==> src/hw/rtc_pkg.sv <==
// rtc_pkg: constants, types and register map of the timekeeping and interval alarm block
// assumes: one system clock, registers reached by byte-wide special function register accesses
package rtc_pkg;

  //////////////////////////////////////////////////////////////////////////////
  // timebase
  localparam int unsigned XTAL_HZ       = 32768;
  localparam int unsigned TICK_HZ       = 128;
  localparam int unsigned XTAL_PER_TICK = XTAL_HZ / TICK_HZ;

  //////////////////////////////////////////////////////////////////////////////
  // register addresses
  localparam logic [7:0] ADDR_CONFIG   = 8'hA1;
  localparam logic [7:0] ADDR_FRAC     = 8'hA2;
  localparam logic [7:0] ADDR_SEC      = 8'hA3;
  localparam logic [7:0] ADDR_MIN      = 8'hA4;
  localparam logic [7:0] ADDR_HOUR     = 8'hA5;
  localparam logic [7:0] ADDR_INTERVAL = 8'hA6;
  localparam logic [7:0] ADDR_KEY      = 8'hC1;
  localparam logic [7:0] KEY_UNLOCK    = 8'hEA;

  //////////////////////////////////////////////////////////////////////////////
  // configuration fields
  localparam int unsigned CFG_MIDNIGHT    = 7;
  localparam int unsigned CFG_HOUR_MODE   = 6;
  localparam int unsigned CFG_TIMEBASE_HI = 5;
  localparam int unsigned CFG_TIMEBASE_LO = 4;
  localparam int unsigned CFG_SINGLE_SHOT = 3;
  localparam int unsigned CFG_ALARM       = 2;
  localparam int unsigned CFG_TIMER_EN    = 1;
  localparam int unsigned CFG_RSVD        = 0;
  localparam logic        RSVD_RESET      = 1'b1;

  //////////////////////////////////////////////////////////////////////////////
  // reset values and wrap points
  localparam logic [7:0] COUNTER_RESET = 8'h00;
  localparam logic [7:0] FRAC_LAST     = 8'h7F;
  localparam logic [7:0] SEC_LAST      = 8'h3B;
  localparam logic [7:0] MIN_LAST      = 8'h3B;
  localparam logic [7:0] HOUR_LAST_24  = 8'h17;
  localparam logic [7:0] HOUR_LAST_256 = 8'hFF;

  //////////////////////////////////////////////////////////////////////////////
  // types
  typedef enum logic [1:0] {
    TB_FRAC = 2'h0,
    TB_SEC  = 2'h1,
    TB_MIN  = 2'h2,
    TB_HOUR = 2'h3
  } timebase_t;

  typedef enum logic [2:0] {
    IT_IDLE = 3'h1,
    IT_RUN  = 3'h2,
    IT_DONE = 3'h4
  } interval_state_t;

  typedef struct packed {
    logic [7:0] addr;
    logic       wr;
    logic [7:0] wdata;
  } sfr_req_t;

endpackage

==> src/hw/rtc_timekeeping_interval_alarm.sv <==
// rtc_timekeeping_interval_alarm: time-of-day counters and 8-bit interval alarm
// assumes: I_XTAL_32K is the calibrated crystal clock, asynchronous to I_CLK_SYS;
// I_SFR_REQ, I_WARM_RST_N and I_RTC_RUN_EN come from logic on I_CLK_SYS
//
// How it works
// single shot 0: alarm flag set each interval, then counting restarts
// single shot 1: alarm flag set after one interval, no restart
// alarm flag at config bit 2, resets 0, write 0 clears, 1 ignored
// interval timer enable 0: interval counter held at zero
// interval timer runs only with its enable and rtc run enable set
// software keeps config bit 0 at 1 when writing config
// fractional counter ticks at 128 Hz from crystal, wraps 127 into seconds
// seconds wrap after 59 to 0 and advance minutes
// minutes wrap after 59 to 0 and advance hours
// 24-hour mode: hours wrap 23 to 0, set midnight, post interrupt
// 256-hour mode: hours wrap 255 to 0, set midnight, post interrupt
// time counters survive warm reset, cleared only by power-on reset
// interval counter advances on selected tick; match sets alarm, posts interrupt
// interval counter is eight bits, at most 256 ticks (interval value 0)
// software unlocks with key value before time writes, then zeroes key
// midnight flag stays set until software clears it or a warm or power-on reset
// two-bit timebase select: 1/128 s, second, minute or hour tick
// unlocked write loads a time counter at once, counting resumes next tick
`timescale 1ns/1ps
`default_nettype none

module rtc_timekeeping_interval_alarm
  import rtc_pkg::*;
#(
  parameter int unsigned PRESCALE = XTAL_PER_TICK
) (
  input  wire logic     I_CLK_SYS,
  input  wire logic     I_RST_N,
  input  wire logic     I_WARM_RST_N,
  input  wire logic     I_XTAL_32K,
  input  wire logic     I_RTC_RUN_EN,
  input  wire sfr_req_t I_SFR_REQ,
  output var  logic [7:0] O_SFR_RDATA,
  output var  logic     O_RTC_IRQ,
  output var  logic     O_MIDNIGHT,
  output var  logic     O_ALARM
);

  //////////////////////////////////////////////////////////////////////////////
  // helpers
  function automatic logic [8:0] step(input logic [7:0] v, input logic [7:0] last);
    if (v >= last) begin
      return {1'b1, COUNTER_RESET};
    end
    return {1'b0, 8'(v + 8'h01)};
  endfunction

  localparam int unsigned PW = (PRESCALE > 1) ? $clog2(PRESCALE) : 1;
  localparam logic [PW-1:0] PRESCALE_LAST = PW'(PRESCALE - 1);

  logic            any_rst;
  logic            xtal_s1;
  logic            xtal_s2;
  logic            xtal_s3;
  logic            xtal_rise;
  logic [PW-1:0]   presc;
  logic [7:0]      frac;
  logic [7:0]      sec;
  logic [7:0]      min;
  logic [7:0]      hour;
  logic [7:0]      interval;
  logic [7:0]      key;
  logic [7:0]      icnt;
  logic            twenty_four_hour_select;
  logic [1:0]      interval_timebase_select;
  logic            single_shot_select;
  logic            interval_timer_enable;
  logic            rsvd;
  logic            midnight;
  logic            alarm;
  interval_state_t istate;
  logic            frac_tick;
  logic            sec_tick;
  logic            min_tick;
  logic            hour_tick;
  logic            frac_wrap;
  logic            sec_wrap;
  logic            min_wrap;
  logic            hour_wrap;
  logic [7:0]      next_frac;
  logic [7:0]      next_sec;
  logic [7:0]      next_min;
  logic [7:0]      next_hour;
  logic [7:0]      next_icnt;
  logic [7:0]      hour_last;
  logic            tb_tick;
  logic            run;
  logic            alarm_hit;
  logic            midnight_hit;
  logic            unlocked;
  logic            wr_cfg;

  assign any_rst = !I_RST_N || !I_WARM_RST_N;
  assign unlocked = (key == KEY_UNLOCK);
  assign wr_cfg = I_SFR_REQ.wr && (I_SFR_REQ.addr == ADDR_CONFIG);

  //////////////////////////////////////////////////////////////////////////////
  // crystal synchroniser and 128 Hz prescaler
  always_ff @(posedge I_CLK_SYS) begin
    if (!I_RST_N) begin
      xtal_s1 <= 1'b0;
      xtal_s2 <= 1'b0;
      xtal_s3 <= 1'b0;
    end else begin
      xtal_s1 <= I_XTAL_32K;
      xtal_s2 <= xtal_s1;
      xtal_s3 <= xtal_s2;
    end
  end

  assign xtal_rise = xtal_s2 && !xtal_s3;

  always_ff @(posedge I_CLK_SYS) begin
    if (!I_RST_N) begin
      presc <= '0;
    end else if (xtal_rise) begin
      presc <= (presc == PRESCALE_LAST) ? '0 : PW'(presc + 1'b1);
    end
  end

  assign frac_tick = xtal_rise && (presc == PRESCALE_LAST);

  //////////////////////////////////////////////////////////////////////////////
  // carry chain
  assign hour_last = twenty_four_hour_select ? HOUR_LAST_24 : HOUR_LAST_256;
  assign {frac_wrap, next_frac} = step(frac, FRAC_LAST);
  assign {sec_wrap, next_sec} = step(sec, SEC_LAST);
  assign {min_wrap, next_min} = step(min, MIN_LAST);
  assign {hour_wrap, next_hour} = step(hour, hour_last);
  assign sec_tick = frac_tick && frac_wrap;
  assign min_tick = sec_tick && sec_wrap;
  assign hour_tick = min_tick && min_wrap;
  assign midnight_hit = hour_tick && hour_wrap;

  //////////////////////////////////////////////////////////////////////////////
  // time counters, power-on reset only
  always_ff @(posedge I_CLK_SYS) begin
    if (!I_RST_N) begin
      frac <= COUNTER_RESET;
    end else if (I_SFR_REQ.wr && unlocked && I_SFR_REQ.addr == ADDR_FRAC) begin
      frac <= I_SFR_REQ.wdata;
    end else if (frac_tick) begin
      frac <= next_frac;
    end
  end

  always_ff @(posedge I_CLK_SYS) begin
    if (!I_RST_N) begin
      sec <= COUNTER_RESET;
    end else if (I_SFR_REQ.wr && unlocked && I_SFR_REQ.addr == ADDR_SEC) begin
      sec <= I_SFR_REQ.wdata;
    end else if (sec_tick) begin
      sec <= next_sec;
    end
  end

  always_ff @(posedge I_CLK_SYS) begin
    if (!I_RST_N) begin
      min <= COUNTER_RESET;
    end else if (I_SFR_REQ.wr && unlocked && I_SFR_REQ.addr == ADDR_MIN) begin
      min <= I_SFR_REQ.wdata;
    end else if (min_tick) begin
      min <= next_min;
    end
  end

  always_ff @(posedge I_CLK_SYS) begin
    if (!I_RST_N) begin
      hour <= COUNTER_RESET;
    end else if (I_SFR_REQ.wr && unlocked && I_SFR_REQ.addr == ADDR_HOUR) begin
      hour <= I_SFR_REQ.wdata;
    end else if (hour_tick) begin
      hour <= next_hour;
    end
  end

  //////////////////////////////////////////////////////////////////////////////
  // configuration, key and interval registers
  always_ff @(posedge I_CLK_SYS) begin
    if (!I_RST_N) begin
      twenty_four_hour_select <= 1'b0;
    end else if (wr_cfg) begin
      twenty_four_hour_select <= I_SFR_REQ.wdata[CFG_HOUR_MODE];
    end
  end

  always_ff @(posedge I_CLK_SYS) begin
    if (any_rst) begin
      interval_timebase_select <= TB_FRAC;
      single_shot_select       <= 1'b0;
      interval_timer_enable    <= 1'b0;
      rsvd                     <= RSVD_RESET;
    end else if (wr_cfg) begin
      interval_timebase_select <= I_SFR_REQ.wdata[CFG_TIMEBASE_HI:CFG_TIMEBASE_LO];
      single_shot_select       <= I_SFR_REQ.wdata[CFG_SINGLE_SHOT];
      interval_timer_enable    <= I_SFR_REQ.wdata[CFG_TIMER_EN];
      rsvd                     <= I_SFR_REQ.wdata[CFG_RSVD];
    end
  end

  always_ff @(posedge I_CLK_SYS) begin
    if (any_rst) begin
      key <= 8'h00;
    end else if (I_SFR_REQ.wr && I_SFR_REQ.addr == ADDR_KEY) begin
      key <= I_SFR_REQ.wdata;
    end
  end

  always_ff @(posedge I_CLK_SYS) begin
    if (any_rst) begin
      interval <= COUNTER_RESET;
    end else if (I_SFR_REQ.wr && I_SFR_REQ.addr == ADDR_INTERVAL) begin
      interval <= I_SFR_REQ.wdata;
    end
  end

  //////////////////////////////////////////////////////////////////////////////
  // interval timer
  always_comb begin
    case (timebase_t'(interval_timebase_select))
      TB_FRAC: tb_tick = frac_tick;
      TB_SEC:  tb_tick = sec_tick;
      TB_MIN:  tb_tick = min_tick;
      default: tb_tick = hour_tick;
    endcase
  end

  assign run = interval_timer_enable && I_RTC_RUN_EN;
  assign next_icnt = 8'(icnt + 8'h01);
  assign alarm_hit = (istate == IT_RUN) && run && tb_tick && (next_icnt == interval);

  always_ff @(posedge I_CLK_SYS) begin
    if (any_rst || !interval_timer_enable) begin
      istate <= IT_IDLE;
      icnt   <= COUNTER_RESET;
    end else begin
      case (istate)
        IT_IDLE: begin
          if (run) begin
            istate <= IT_RUN;
          end
        end
        IT_RUN: begin
          if (!run) begin
            istate <= IT_IDLE;
          end else if (alarm_hit) begin
            icnt <= COUNTER_RESET;
            if (single_shot_select) begin
              istate <= IT_DONE;
            end
          end else if (tb_tick) begin
            icnt <= next_icnt;
          end
        end
        IT_DONE: begin
          istate <= IT_DONE;
        end
        default: begin
          istate <= IT_IDLE;
        end
      endcase
    end
  end

  //////////////////////////////////////////////////////////////////////////////
  // event flags, set wins over clear
  always_ff @(posedge I_CLK_SYS) begin
    if (any_rst) begin
      alarm <= 1'b0;
    end else if (alarm_hit) begin
      alarm <= 1'b1;
    end else if (wr_cfg && !I_SFR_REQ.wdata[CFG_ALARM]) begin
      alarm <= 1'b0;
    end
  end

  always_ff @(posedge I_CLK_SYS) begin
    if (any_rst) begin
      midnight <= 1'b0;
    end else if (midnight_hit) begin
      midnight <= 1'b1;
    end else if (wr_cfg && !I_SFR_REQ.wdata[CFG_MIDNIGHT]) begin
      midnight <= 1'b0;
    end
  end

  //////////////////////////////////////////////////////////////////////////////
  // outputs
  always_ff @(posedge I_CLK_SYS) begin
    if (any_rst) begin
      O_RTC_IRQ  <= 1'b0;
      O_MIDNIGHT <= 1'b0;
      O_ALARM    <= 1'b0;
    end else begin
      O_RTC_IRQ  <= alarm_hit || midnight_hit;
      O_MIDNIGHT <= midnight || midnight_hit;
      O_ALARM    <= alarm || alarm_hit;
    end
  end

  always_ff @(posedge I_CLK_SYS) begin
    if (!I_RST_N) begin
      O_SFR_RDATA <= 8'h00;
    end else if (I_SFR_REQ.addr == ADDR_CONFIG) begin
      O_SFR_RDATA <= {midnight, twenty_four_hour_select, interval_timebase_select,
                      single_shot_select, alarm, interval_timer_enable, rsvd};
    end else if (I_SFR_REQ.addr == ADDR_FRAC) begin
      O_SFR_RDATA <= frac;
    end else if (I_SFR_REQ.addr == ADDR_SEC) begin
      O_SFR_RDATA <= sec;
    end else if (I_SFR_REQ.addr == ADDR_MIN) begin
      O_SFR_RDATA <= min;
    end else if (I_SFR_REQ.addr == ADDR_HOUR) begin
      O_SFR_RDATA <= hour;
    end else if (I_SFR_REQ.addr == ADDR_INTERVAL) begin
      O_SFR_RDATA <= interval;
    end else if (I_SFR_REQ.addr == ADDR_KEY) begin
      O_SFR_RDATA <= key;
    end else begin
      O_SFR_RDATA <= 8'h00;
    end
  end

endmodule

`default_nettype wire

==> config.mk <==
export PLATFORM = sky130hd
export DESIGN_NAME = rtc_timekeeping_interval_alarm
export DESIGN_NICKNAME = d
export VERILOG_FILES = /design/src/hw/rtc_pkg.sv /design/src/hw/rtc_timekeeping_interval_alarm.sv
export SDC_FILE = /design/constraint.sdc
export NUM_CORES = 1
export LEC_CHECK = 0
export BUFFER_PORTS_ARGS = -buffer_cell sky130_fd_sc_hd__buf_2
export CAP_MARGIN = 20
export CORE_UTILIZATION = 45
export DETAILED_ROUTE_END_ITERATION = 8
export GPL_TIMING_DRIVEN = 0
export PLACE_DENSITY_LB_ADDON = 0.05
export SYNTH_ARGS = -nofsm -noshare
export SYNTH_HDL_FRONTEND = slang
export SYNTH_SLANG_ARGS = --single-unit
==> constraint.sdc <==
create_clock -name I_CLK_SYS -period 4.4 [get_ports I_CLK_SYS]
set_input_delay 0.22 -clock I_CLK_SYS [delete_from_list [all_inputs] [get_ports I_CLK_SYS]]
set_output_delay 0.22 -clock I_CLK_SYS [all_outputs]
set_load 0.01 [all_outputs]
==> metrics <==
Post-Syn Instances=between 500 and 600; Arrival @ worst endpoint=~3.2 ns; worst-path cell chain=ha_1, o2111a_1, nor3_1, a21oi_1, o2111ai_1, buf_2, nand2b_1, a21oi_1; Tightest Pin Transition=between 0.9 and 1 ns; unrepaired setup endpoints after global routing=no; CP dominant cell by count=a21oi_1; PortBufs=30; WL/cell=~18 um; DP Wirelength=approximately 10 mm; CTS max path bufs=2; clock-pin slew on the worst setup and hold paths=0.09 ns; Rel. slew slack=about 34%; grt ovf=0; Root Buffer=clkbuf_8; flops & latches, synth=a little under 90; Ports=33; Chip Width=roughly 110 um; most frequent cells in the layout=dfxtp_1, a21oi_1, nand2_1, nor2_1, o21ai_0; mean number of vias per cell=around 6; register area=between 1500 and 2000 sq um; Post-synth ARST share=0%; dominant synthesized flop cell=dfxtp_1; crit share post-route=roughly two thirds; hold crit path type=primary input to flip-flop; Critical Path Start Type=flip-flop; Tot GR Track Use=a little over a quarter; cell area after layout=5285 sq um; number of synthesized flops with an enable pin=0; cts hold-fix bufs=0; PD cells=262.2 nW/um^2; skew final=0.008534 ns; Iter 0 DRT Violations=around 340; Max-Cap Viols=0; YS warnings=0; post-CTS resize count=0; core region area=approximately 10000 sq um; first-pass GRT wire length=about 23 mm; Fin Hold WS=about 0.061 ns; die area=between 10000 and 15000 sq um; number of global-route vias before repair=around 4300; DRT Pass-1 Iters=8; H-tree depth=3; WS Path Type=flip-flop to flip-flop; Mean Syn Cell Area=approximately 8.0 sq um; library cells used by synthesis=67; Leakage=around 1.8 nW; Initial Util=a little under half; area occupied by multi-input gates=between 2000 and 3000 sq um; Crit. End Element=flip-flop; nets=roughly 670; CP max FO=10; Placer Congestion=0.9265; largest net degree at the start of global routing=14; CP max stage delay=around 0.59 ns; FMAX=about 0.34 GHz; Seq/Total Area, Yosys=37.14%; chip height=105.3 um; CTS Buf Count=9; Setup Buffers After CTS=0; mapped cell area=4797 sq um; status=finished clean; placed instance count=766; required time worst endpoint=4.64 ns; Hold Vio Cnt, Final=0; Synth Net Count=roughly 630; CP bufs+invs=1; maximum vdd drop=~0.00021 V; Antenna diodes=0; fin cells=781; Slowest-stage cell, CP=o2111ai_1; crit-path leading delay family=compound AO/OA/AOI/OAI gates; Post-DRT Antenna Nets=0; Clk Latency, worst-skew pair=roughly 0.37 ns; DRC errors left=0; Setup-failing EPs final=0; CTS tree=done; filler instances=between 1000 and 1500; post-route setup TNS=0 ns; # rows=37; initial antenna violation count=0; Slew Viols, Final=0; share of cells above drive strength 1=between 10% and 20%; Num Clock Sinks=approximately 90; area grow syn2layout=10.17%; Tmin final=around 3 ns; Area after DPL=roughly 5100 sq um; commonest non-fill, non-tap cell in the layout=dfxtp_1; drt total wl=between 10 and 15 mm; DR vias=4669
## final cells by class
| cell class | instances | share of cell area, % |
|---|---|---|
| multi-input combinational | 467 | 53.74 |
| sequential | 89 | 33.71 |
| timing repair buffer | 31 | 2.936 |
| clock buffer | 12 | 2.746 |
| clock inverter | 3 | 0.3314 |
| buffer | 31 | 2.462 |
| tap | 136 | 3.220 |
| inverter | 12 | 0.8523 |
## registers in the layout, summed over array words and instances (netlist names), 2 cells and up
| signal | cells |
|---|---|
| icnt | 8 |
| interval | 8 |
| interval_timebase_select | 2 |
| sec | 8 |
| key | 8 |
| min | 8 |
| frac | 8 |
| O_SFR_RDATA | 8 |
| hour | 8 |
| istate | 3 |
| presc | 8 |
## worst paths after layout
| check | cells after the start | end | slack (ns) | start |
|---|---|---|---|---|
| worst max register to register | 8 | O_ALARM | 1.46 | min[0] |
| worst min-delay path | 2 | xtal_s1 | 0.06 | I_XTAL_32K |
| worst max-delay path | 8 | O_ALARM | 1.46 | min[0] |
| worst min register to register | 1 | xtal_s2 | 0.44 | xtal_s1 |
## synthesized netlist by cell type (all sizes together) (12+ instances only)
library cell	n	share of area, %
dfxtp	89	37
a21oi	71	7.4
nand2	65	5.1
nor2	49	3.8
o21ai	42	4.4
nand3	37	4.0
clkbuf	25	2.0
nor3	23	2.7
a31oi	15	2.0
and3	13	1.7
inv	12	0.94
xnor2	12	2.2
## cell families after synthesis
kind of cell	Yosys count	share of synthesized area [%]
compound gates	173	21.75
xor+xnor	22	4.304
fa+ha+maj	10	2.608
buf+inv	43	3.651
flops	89	37.14
mux	12	2.608
simple gates	250	27.93
## metrics by stage
stage	worst slack (ns)	utilization (%)	total power [mW]
2_1_floorplan	2.168	-	0.8596
3_3_place_gp	1.522	49.57	0.8963
3_5_place_dp	1.478	49.62	0.8971
4_1_cts	1.455	51.19	1.395
5_1_grt	1.127	51.19	1.440
6_report	1.464	51.19	1.386
## metal layers
layer / vias to the layer above / track usage (%) / routed length, um
met3: 26 / 6.926 / 1155
met4: 0 / 11.07 / 382
met2: 164 / 42.15 / 6530
met1: 2178 / 35.84 / 6285
met5: - / 0 / 0
li1: 2301 / - / -
## power breakdown
part	total (mW)	leakage [nW]	switching, mW	internal, mW
sequential	0.808	0.717	0.00101	0.807
combinational	0.0717	1.05	0.0536	0.0181
clock	0.507	0.0822	0.290	0.216
No activity file was read; power rests on OpenSTA's default activity.
